$ cat config.mk
export PLATFORM = sky130hd
export DESIGN_NAME = rfd_decoder
export DESIGN_NICKNAME = d
export VERILOG_FILES = /design/src/rtl/rfd_subbit_rx.v /design/src/rtl/rfd_decoder.v
export VERILOG_INCLUDE_DIRS = /design/src /design/src/inc
export SDC_FILE = /design/constraint.sdc
export NUM_CORES = 1
export LEC_CHECK = 0
export BUFFER_PORTS_ARGS = -buffer_cell sky130_fd_sc_hd__buf_2
export CORE_MARGIN = 5
export CORE_UTILIZATION = 40
export CTS_CLUSTER_DIAMETER = 150
export DETAILED_ROUTE_END_ITERATION = 7
export GPL_TIMING_DRIVEN = 0
export PLACE_DENSITY = 0.62
export SETUP_SLACK_MARGIN = 0.4
export SYNTH_ARGS = -nofsm -noshare
export SYNTH_HDL_FRONTEND = slang
export SYNTH_SLANG_ARGS = --single-unit
$ cat constraint.sdc
create_clock -name clk -period 5.25 [get_ports clk]
set_input_delay 1.05 -clock clk [delete_from_list [all_inputs] [get_ports clk]]
set_output_delay 1.05 -clock clk [all_outputs]
set_load 0.01 [all_outputs]
$ cat src/inc/rfd_defines.vh
// Constants for the address-matching frame decoder: timing, framing and register map.
`ifndef RFD_DEFINES_VH
`define RFD_DEFINES_VH

// ----------------------------------------------------------------------
// Timing
// ----------------------------------------------------------------------
`define RFD_CLK_FREQ_HZ 250000000
`define RFD_OSC_FREQ_HZ 70000
// Clock cycles per decoder oscillator tick, rounded down.
`define RFD_OSC_DIV (`RFD_CLK_FREQ_HZ / `RFD_OSC_FREQ_HZ)
// High pulse of at least this many ticks is a one sub-bit.
`define RFD_LONG_MIN_TICKS 8'h02
// Low gap of this many ticks marks the pilot before a frame.
`define RFD_SYNC_TICKS 8'h08
// Ticks after the last accepted frame before the valid line drops.
`define RFD_HOLD_TICKS 16'h0200

// ----------------------------------------------------------------------
// Framing
// ----------------------------------------------------------------------
`define RFD_ADDR_SYMS 10
`define RFD_DATA_SYMS 8
`define RFD_SUBBITS 36
`define RFD_TRIT_LOW 2'h0
`define RFD_TRIT_HIGH 2'h1
`define RFD_TRIT_FLOAT 2'h2
`define RFD_TRIT_BAD 2'h3

// ----------------------------------------------------------------------
// Register map (byte addresses) and fields
// ----------------------------------------------------------------------
`define RFD_REG_CTRL 8'h00
`define RFD_REG_STATUS 8'h04
`define RFD_REG_MASK 8'h08
`define RFD_REG_DATA 8'h0C
`define RFD_CTRL_RESET 1'h1
`define RFD_EV_ACCEPT 0
`define RFD_EV_MISMATCH 1
`define RFD_EV_SYMERR 2
`define RFD_EV_DROP 3
`define RFD_EV_BITS 4
`define RFD_DATA_VALID_BIT 8

`endif

$ cat src/rtl/rfd_subbit_rx.v
// Pulse-width sub-bit detector for the raw receive stream.
`timescale 1ns/1ps
`default_nettype none
`include "rfd_defines.vh"

module rfd_subbit_rx #(
  parameter CW = 8
) (
  // Clock and reset
  input wire clk,
  input wire rst_sync_n,
  // Control
  input wire tick,
  input wire enable,
  input wire rx_in,
  // Results
  output reg bit_valid,
  output reg bit_value,
  output reg sync_seen
);

  reg rx_prev_r;
  reg [CW-1:0] high_cnt_r;
  reg [CW-1:0] low_cnt_r;

  // ----------------------------------------------------------------------
  // Sampling on oscillator ticks
  // ----------------------------------------------------------------------
  // The falling edge closes a sub-bit, so the last one of a frame is
  // decided before the pilot gap of the next frame begins.
  always @(posedge clk or negedge rst_sync_n) begin
    if (!rst_sync_n) begin
      rx_prev_r <= 1'b0;
      high_cnt_r <= {CW{1'b0}};
      low_cnt_r <= {CW{1'b0}};
      bit_valid <= 1'b0;
      bit_value <= 1'b0;
      sync_seen <= 1'b0;
    end else begin
      bit_valid <= 1'b0;
      sync_seen <= 1'b0;
      if (!enable) begin
        rx_prev_r <= 1'b0;
        high_cnt_r <= {CW{1'b0}};
        low_cnt_r <= {CW{1'b0}};
      end else if (tick) begin
        rx_prev_r <= rx_in;
        if (rx_in) begin
          low_cnt_r <= {CW{1'b0}};
          if (high_cnt_r != {CW{1'b1}}) begin
            high_cnt_r <= high_cnt_r + 1'b1;
          end
        end else begin
          if (rx_prev_r) begin
            bit_valid <= 1'b1;
            bit_value <= (high_cnt_r >= `RFD_LONG_MIN_TICKS);
          end
          high_cnt_r <= {CW{1'b0}};
          if (low_cnt_r != {CW{1'b1}}) begin
            low_cnt_r <= low_cnt_r + 1'b1;
          end
          // One pulse per gap: fires as the gap reaches its length.
          if (low_cnt_r == `RFD_SYNC_TICKS - 8'h01) begin
            sync_seen <= 1'b1;
          end
        end
      end
    end
  end

endmodule
`default_nettype wire

$ cat src/rtl/rfd_decoder.v
// Frame decoder: address match against tri-state selects, data outputs, registers.
//
// The register addresses and strobed register access were decided locally.
`timescale 1ns/1ps
`default_nettype none
`include "rfd_defines.vh"

module rfd_decoder #(
  parameter OSC_DIV = `RFD_OSC_DIV,
  parameter [15:0] HOLD_TICKS = `RFD_HOLD_TICKS
) (
  // Clock and reset
  input wire clk,
  input wire rst_n,
  // Radio side
  input wire rx_data,
  input wire sleep_request_n,
  output reg raw_rx_out,
  // Local address selects
  input wire [9:0] address_select_level,
  input wire [9:0] address_select_float,
  // Decoded outputs
  output reg [7:0] decoded_out,
  output reg frame_accepted,
  // Register port
  input wire [7:0] reg_addr,
  input wire [31:0] reg_wdata,
  input wire reg_wr,
  input wire reg_rd,
  output reg [31:0] reg_rdata,
  // Interrupt
  output wire irq
);

  localparam ST_IDLE = 1'b0;
  localparam ST_RECV = 1'b1;

  // ----------------------------------------------------------------------
  // Reset release
  // ----------------------------------------------------------------------
  reg rst_meta_r;
  reg rst_sync_r;
  always @(posedge clk or negedge rst_n) begin
    if (!rst_n) begin
      rst_meta_r <= 1'b0;
      rst_sync_r <= 1'b0;
    end else begin
      rst_meta_r <= 1'b1;
      rst_sync_r <= rst_meta_r;
    end
  end

  // ----------------------------------------------------------------------
  // Decoder oscillator tick
  // ----------------------------------------------------------------------
  reg [15:0] div_cnt_r;
  wire tick = (div_cnt_r == 16'h0000);
  always @(posedge clk or negedge rst_sync_r) begin
    if (!rst_sync_r) begin
      div_cnt_r <= 16'h0000;
    end else if (tick) begin
      div_cnt_r <= OSC_DIV[15:0] - 16'h0001;
    end else begin
      div_cnt_r <= div_cnt_r - 16'h0001;
    end
  end

  // ----------------------------------------------------------------------
  // Registers
  // ----------------------------------------------------------------------
  reg ctrl_en_r;
  reg [`RFD_EV_BITS-1:0] status_r;
  reg [`RFD_EV_BITS-1:0] status_nxt;
  reg [`RFD_EV_BITS-1:0] mask_r;
  reg [`RFD_EV_BITS-1:0] events;
  wire awake = sleep_request_n & ctrl_en_r;

  // Raw stream bypasses the decoder entirely; only sleep silences it.
  always @(posedge clk or negedge rst_sync_r) begin
    if (!rst_sync_r) begin
      raw_rx_out <= 1'b0;
    end else begin
      raw_rx_out <= rx_data & sleep_request_n;
    end
  end

  always @* begin
    status_nxt = status_r;
    if (reg_wr && reg_addr == `RFD_REG_STATUS) begin
      status_nxt = status_nxt & ~reg_wdata[`RFD_EV_BITS-1:0];
    end
    // A new event wins over a clear in the same cycle.
    status_nxt = status_nxt | events;
  end

  always @(posedge clk or negedge rst_sync_r) begin
    if (!rst_sync_r) begin
      ctrl_en_r <= `RFD_CTRL_RESET;
      status_r <= {`RFD_EV_BITS{1'b0}};
      mask_r <= {`RFD_EV_BITS{1'b0}};
      reg_rdata <= 32'h00000000;
    end else begin
      status_r <= status_nxt;
      if (reg_wr && reg_addr == `RFD_REG_CTRL) begin
        ctrl_en_r <= reg_wdata[0];
      end
      if (reg_wr && reg_addr == `RFD_REG_MASK) begin
        mask_r <= reg_wdata[`RFD_EV_BITS-1:0];
      end
      reg_rdata <= 32'h00000000;
      if (reg_rd) begin
        case (reg_addr)
          `RFD_REG_CTRL: reg_rdata <= {31'h00000000, ctrl_en_r};
          `RFD_REG_STATUS: reg_rdata <= {28'h0000000, status_r};
          `RFD_REG_MASK: reg_rdata <= {28'h0000000, mask_r};
          `RFD_REG_DATA: reg_rdata <= {23'h000000, frame_accepted, decoded_out};
          default: reg_rdata <= 32'h00000000;
        endcase
      end
    end
  end

  assign irq = |(status_r & mask_r);

  // ----------------------------------------------------------------------
  // Sub-bit recovery
  // ----------------------------------------------------------------------
  wire sb_valid;
  wire sb_value;
  wire sb_sync;
  rfd_subbit_rx #(
    .CW(8)
  ) u_subbit (
    .clk(clk),
    .rst_sync_n(rst_sync_r),
    .tick(tick),
    .enable(awake),
    .rx_in(rx_data),
    .bit_valid(sb_valid),
    .bit_value(sb_value),
    .sync_seen(sb_sync)
  );

  // ----------------------------------------------------------------------
  // Local address as trits
  // ----------------------------------------------------------------------
  reg [19:0] local_trits;
  integer i;
  always @* begin
    local_trits = 20'h00000;
    for (i = 0; i < `RFD_ADDR_SYMS; i = i + 1) begin
      if (address_select_float[i]) begin
        local_trits[2*i +: 2] = `RFD_TRIT_FLOAT;
      end else begin
        local_trits[2*i +: 2] = {1'b0, address_select_level[i]};
      end
    end
  end

  // ----------------------------------------------------------------------
  // Frame assembly
  // ----------------------------------------------------------------------
  // Sub-bits arrive in pairs: 00 low, 11 high, 01 floating (address symbols only, an error in data), 10 invalid.
  reg state_r;
  reg [5:0] sb_cnt_r;
  reg [`RFD_SUBBITS-1:0] shift_r;
  reg frame_done_r;
  always @(posedge clk or negedge rst_sync_r) begin
    if (!rst_sync_r) begin
      state_r <= ST_IDLE;
      sb_cnt_r <= 6'h00;
      shift_r <= {`RFD_SUBBITS{1'b0}};
      frame_done_r <= 1'b0;
    end else begin
      frame_done_r <= 1'b0;
      if (!awake) begin
        state_r <= ST_IDLE;
        sb_cnt_r <= 6'h00;
      end else if (sb_sync) begin
        state_r <= ST_RECV;
        sb_cnt_r <= 6'h00;
      end else begin
        case (state_r)
          ST_IDLE: begin
            sb_cnt_r <= 6'h00;
          end
          ST_RECV: begin
            if (sb_valid) begin
              // First sub-bit lands at the top after the frame fills.
              shift_r <= {shift_r[`RFD_SUBBITS-2:0], sb_value};
              if (sb_cnt_r == `RFD_SUBBITS - 1) begin
                frame_done_r <= 1'b1;
                state_r <= ST_IDLE;
              end else begin
                sb_cnt_r <= sb_cnt_r + 6'h01;
              end
            end
          end
          default: begin
            state_r <= ST_IDLE;
          end
        endcase
      end
    end
  end

  // ----------------------------------------------------------------------
  // Symbol decode and compare
  // ----------------------------------------------------------------------
  reg [19:0] rx_trits;
  reg [7:0] rx_byte;
  reg sym_err;
  reg [1:0] pair;
  integer k;
  always @* begin
    rx_trits = 20'h00000;
    rx_byte = 8'h00;
    sym_err = 1'b0;
    pair = 2'h0;
    // Symbol k occupies sub-bits 35-2k and 34-2k.
    for (k = 0; k < `RFD_ADDR_SYMS + `RFD_DATA_SYMS; k = k + 1) begin
      pair = shift_r[`RFD_SUBBITS-1-2*k -: 2];
      if (k < `RFD_ADDR_SYMS) begin
        case (pair)
          2'b00: rx_trits[2*k +: 2] = `RFD_TRIT_LOW;
          2'b11: rx_trits[2*k +: 2] = `RFD_TRIT_HIGH;
          2'b01: rx_trits[2*k +: 2] = `RFD_TRIT_FLOAT;
          default: begin
            rx_trits[2*k +: 2] = `RFD_TRIT_BAD;
            sym_err = 1'b1;
          end
        endcase
      end else begin
        case (pair)
          2'b00: rx_byte[k-`RFD_ADDR_SYMS] = 1'b0;
          2'b11: rx_byte[k-`RFD_ADDR_SYMS] = 1'b1;
          default: sym_err = 1'b1;
        endcase
      end
    end
  end

  wire addr_match = (rx_trits == local_trits);

  // ----------------------------------------------------------------------
  // Acceptance, outputs and hold timer
  // ----------------------------------------------------------------------
  reg first_ok_r;
  reg [7:0] first_data_r;
  reg [15:0] hold_cnt_r;
  always @(posedge clk or negedge rst_sync_r) begin
    if (!rst_sync_r) begin
      first_ok_r <= 1'b0;
      first_data_r <= 8'h00;
      hold_cnt_r <= 16'h0000;
      decoded_out <= 8'h00;
      frame_accepted <= 1'b0;
      events <= {`RFD_EV_BITS{1'b0}};
    end else begin
      events <= {`RFD_EV_BITS{1'b0}};
      if (!awake) begin
        first_ok_r <= 1'b0;
        frame_accepted <= 1'b0;
        hold_cnt_r <= 16'h0000;
        events[`RFD_EV_DROP] <= frame_accepted;
      end else if (frame_done_r) begin
        if (sym_err) begin
          first_ok_r <= 1'b0;
          events[`RFD_EV_SYMERR] <= 1'b1;
        end else if (!addr_match) begin
          first_ok_r <= 1'b0;
          events[`RFD_EV_MISMATCH] <= 1'b1;
        end else if (first_ok_r && first_data_r == rx_byte) begin
          decoded_out <= rx_byte;
          frame_accepted <= 1'b1;
          hold_cnt_r <= HOLD_TICKS;
          first_data_r <= rx_byte;
          events[`RFD_EV_ACCEPT] <= 1'b1;
        end else begin
          // First of the pair, or data changed: check once more.
          first_ok_r <= 1'b1;
          first_data_r <= rx_byte;
        end
      end else if (tick && hold_cnt_r != 16'h0000) begin
        hold_cnt_r <= hold_cnt_r - 16'h0001;
        if (hold_cnt_r == 16'h0001) begin
          // Outputs keep their last values; only validity lapses.
          frame_accepted <= 1'b0;
          first_ok_r <= 1'b0;
          events[`RFD_EV_DROP] <= 1'b1;
        end
      end
    end
  end

endmodule
`default_nettype wire

# After elaboration in Yosys (flattened, before gate mapping)
# Cells that the tools add are included.
[classes]
n_addsub = 5
multipliers = 0
n_div = 0
magnitude_cmp = 1
n_eq_ne = 49
n_shift = 0
n_mux = 112
n_bitwise = 10
reduce_logical = 55
[op_table]
columns = ["operator", "count"]
rows = [
  ["$mux 16", 7],
  ["$mux 1", 66],
  ["$mux 8", 8],
  ["$pmux 2 s3", 10],
  ["$eq 2x2->1 const B", 18],
  ["$logic_not 2->1", 18],
  ["$pmux 9 s4", 1],
  ["$sub 16x1->16 const B", 2],
  ["$reduce_or 3->1", 10],
  ["$mux 6", 4],
  ["$mux 2", 11],
  ["$ne 3x3->1 const B", 7],
  ["$eq 2x1->1 const B", 10],
  ["$eq 20x20->1", 1],
  ["$add 8x1->8 const B", 2],
  ["$eq 16x1->1 const B", 1],
  ["$eq 8x3->1 const B", 2],
  ["$eq 8x4->1 const B", 2],
  ["$logic_not 16->1", 1],
  ["$ne 8x8->1 const B", 2],
  ["$reduce_and 4->1", 4],
  ["$reduce_bool 16->1", 1],
  ["$reduce_or 2->1", 8],
  ["$pmux 6 s2", 1],
  ["other kinds (21)", 35],
]
[totals]
register_bits = 162
latchBits = 0
ramBits = 0
rom_bits = 0
in_bits = 66
out_inout_bits = 43
word_cells = 256
memories = 0

# Longest topological paths before layout
[depth]
word_depth = 23
mapped_depth = 10
depth_no_buf = 8

# Cells and area by module
# From an unflattened synthesis, not the netlist that was laid out.
[unflattened]
hier_cells = 711
area_unflattened_um2 = 7455.9
[modules_own_cells]
columns = ["module", "instances", "cells_per_inst", "area_per_inst_um2", "seq_area_each_um2"]
rows = [
  ["rfd_decoder", 1, 578, 6266.0, 2979.1],
  ["rfd_subbit_rx", 1, 133, 1189.9, 500.5],
]

# Worst setup path after synthesis
# OpenSTA, ideal clock, no wires.
[synth_timing]
kind = "input to register"
start = "input address_select_level[6]"
end = "register hold_cnt_r[1]"
setup_ps = 139
t_arrival_ps = 2751
t_required_ps = 5111
path_slack_ps = 2359
cell_stages = 7
n_path_buf = 1
path_cell_list = "nor2b_1 o21ai_0 or3_1 or4_1 o21ai_1 clkbuf_1 o22ai_1"
[synth_via]
elab_chain_len = 4
[synth_rtl]
columns = ["element", "line_no", "rtl"]
rows = [
  ["start, declared", "rfd_decoder.v:20", "input wire [9:0] address_select_level,"],
  ["$mux 2", "rfd_decoder.v:152", "if (address_select_float[i]) begin"],
  ["$eq 20x20->1", "rfd_decoder.v:243", "wire addr_match = (rx_trits == local_trits);"],
  ["$ne 3x3->1 (no source line)", "-", ""],
  ["$reduce_and 4->1 (no source line)", "-", ""],
  ["end signal, assigned", "rfd_decoder.v:285", "hold_cnt_r <= hold_cnt_r - 16'h0001;"],
  ["end, declared", "rfd_decoder.v:250", "reg [15:0] hold_cnt_r;"],
]
# No other way between the ends.
# A chain may end at the register's enable or synchronous reset.

# Worst setup path in the final report
[layout_timing]
start = "input address_select_float[5]"
end = "register hold_cnt_r[1]"
[layout_via]
elab_chain_len = 4
[layout_rtl]
columns = ["element", "line_no", "rtl"]
rows = [
  ["start, declared", "rfd_decoder.v:21", "input wire [9:0] address_select_float,"],
  ["$mux 2", "rfd_decoder.v:152", ""],
  ["$eq 20x20->1", "rfd_decoder.v:243", ""],
  ["$ne 3x3->1 (no source line)", "-", ""],
  ["$reduce_and 4->1 (no source line)", "-", ""],
]
# No other way between the ends.

==> impl_metrics.ini <==
[status]
status = complete, no violations

[floorplanning]
fp.dieW_um = 143
die_h_um = 143
core_area_um2 = 17400
start_util = 0.410
dieArea_um2 = 20500
ios = 109
fp-row-count = 48

[cts]
numCtsBuffers = 17
cts_resized = 0
hold_buffers = 0
clock_path_buffers = 2
clock_latency_ns = 0.42
post_cts_buffers = 0
htree_num_levels = 4
cts_tree = built
path_clk_slew_ns = 0.06
cts.sinks = 139
clock-root-buffer = clkbuf_16

[synth]
synthArstFlopShare = 1.00
yosysTopAreaCell = dfrtp_1
netlist_instances = 679
synth-edff-count = 0
synth_warnings = 0
synthTopCellsByArea = dfrtp_1 49%, mux2_2 8.2%, ha_1 6.3%
synth_area_um2 = 7110
synthFlopType = dfrtp_1
synth_cell_types = 53
synth.top_cell.area_share = 0.486
syn_area_per_cell_um2 = 10.5
synth_seq_cells = 139
ys_seq_area_frac = 0.490

[critical_path]
path_cells = buf_2 -> xor2_1 -> o21ai_0 -> or3_1 -> or4_1 -> o21ai_1 -> clkbuf_1 -> o22ai_1
critical_path_required_ns = 5.52
path_buf_inv = 2
slowest_delay_ns = 0.51
cp_max_fo = 10
cp_slowest_cell = o21ai_1
critPathTopFamily = simple AND/OR/NAND/NOR gates
cp_data_arrival_time_ns = 3.42
startpoint_type = input port
end_kind = flop
critical_path_class = input port to flop

[detailed_routing]
drc = 0
wl_mm = 14.4
first_pass_iters = 4
postRouteAntennaNets = 0
via_count = 5071
routedWlPerCell_um = 14.2
viasPerCell = 5.00
drtIter0Drc = 249

[timing]
hold_viol = 0
period_share = 0.599
worstMarginPinSlew_ns = 0.729
slew_headroom = 0.501
clock_skew_ns = 0.00811
rsz0062_at_grt = false
hold-worst-slack_ns = 0.217
setup_ws_ns = 2.10
fmax_ghz = 0.318
slew_violations = 0
post-route-min-period_ns = 3.15
setup_viol = 0

[global_route]
grt.overflow.total = 0
grt_pass1_wl_mm = 24.3
grt_pass1_vias = 4972
globalRouteTotalUtil = 0.148
grt_max_degree = 70
antenna_found_initial = 0

[final_layout]
final_nets = 878
post-route-util = 0.490
diodes = 0
fin_area_um2 = 8500
fill_cells = 1605
final_cell_mix = 137 x dfrtp_1, 60 x nor2_1, 58 x nand2_1
layout_commonest_cell = dfrtp_1
area_growth_pct = 19.6
drive_gt1_frac = 0.226

[placement]
dp_slack_ns = 1.69
io_buffers = 54
place_congestion = 0.792
postPlaceCellArea_um2 = 7800
hpwl_mm = 10.3

[hold_path]
hold_path_class = flop to async pin

[pwr]
p_leak_nw = 4.16
max-vdd-ir-drop_uv = 214
power.density_nw_per_um2 = 303

[flow_run]
max_cap_violations = 0
synthesized netlist by cell type (2+ instances only):
master	n
o31ai_1	2
nand2_1	58
o21ai_0	31
mux2i_1	3
a22oi_1	5
a31oi_1	11
inv_1	28
o41ai_1	2
nor3_1	11
nand4b_1	2
buf_2	2
and3_1	8
a21oi_1	22
xor2_1	22
nor2b_1	4
or3_1	8
conb_1	2
mux2_2	52
o21ai_1	3
dfrtp_1	138
buf_4	23
and2_1	10
nand3_1	20
nor4_1	14
clkbuf_1	14
nor2_1	60
nand3b_1	2
xnor2_1	24
o22ai_1	3
a21o_1	5
or4_1	9
o211ai_1	2
ha_1	36
nand4_1	14
nand2b_1	11
area by class of cell:
class                           count  area, µm²  share of cell area
Sequential cell                   139       3480               0.410
Clock buffer                       22        494              0.0581
Inverter                           28        105              0.0124
Multi-Input combinational cell    494       3360               0.395
Clock inverter                     10        208              0.0244
Timing Repair Buffer               56        325              0.0383
Buffer                             40        246              0.0290
Tap cell                          225        282              0.0331
flip-flops by register name, summed over array words and instances, names as in the netlist, 8 cells and up:
name,count
u_subbit.low_cnt_r,8
hold_cnt_r,16
decoded_out,8
div_cnt_r,16
reg_rdata,9
first_data_r,8
shift_r,36
u_subbit.high_cnt_r,8
final timing paths:
| path | start | end | cells after the start | slack, ns |
|---|---|---|---|---|
| worst max-delay path | address_select_float[5] | hold_cnt_r[1] | 8 | 2.10 |
| worst min-delay path | rst_sync_r | reg_rdata[4] | 0 | 0.22 |
| worst max register to register | shift_r[24] | hold_cnt_r[1] | 9 | 2.12 |
| worst min register to register | rst_sync_r | reg_rdata[4] | 0 | 0.22 |
| max in group asynchronous | rst_sync_r | sb_cnt_r[3] | 1 | 4.40 |
| min in group clk | rst_meta_r | rst_sync_r | 0 | 0.35 |
metrics by stage:
stage	setup TNS, ns	instances	power (W)
6_report	0	1014	0.00257
4_1_cts	0	1014	0.00261
5_1_grt	0	1014	0.00267
3_5_place_dp	0	982	0.00119
2_1_floorplan	0	701	0.00115
3_3_place_gp	-79.67	980	0.00118
where the power goes:
group	switching (W)	total, W	internal (W)
registers	0.00000514	0.00108	0.00108
logic	0.0000506	0.0000878	0.0000373
clock network	0.000451	0.00141	0.000955
total	0.000507	0.00257	0.00207
cells by family after synthesis:
logic type / synth area share
buf+inv: 0.0495
simple gates: 0.172
compound gates: 0.0780
fa+ha+maj: 0.0634
flops: 0.490
xor+xnor: 0.0567
other cells: 0.00106
mux: 0.0898
layer usage:
metal / wire length (µm) / vias up / global-route usage / part of all wire
met3: 755 / 9 / 0.0369 / 0.052
met1: 6920 / 2433 / 0.208 / 0.48
li1: - / 2524 / - / -
met4: 138 / 0 / 0.0476 / 0.0096
met2: 6610 / 105 / 0.227 / 0.46
met5: 0 / - / 0 / 0
Note: power is estimated with default switching activity, not from simulation.
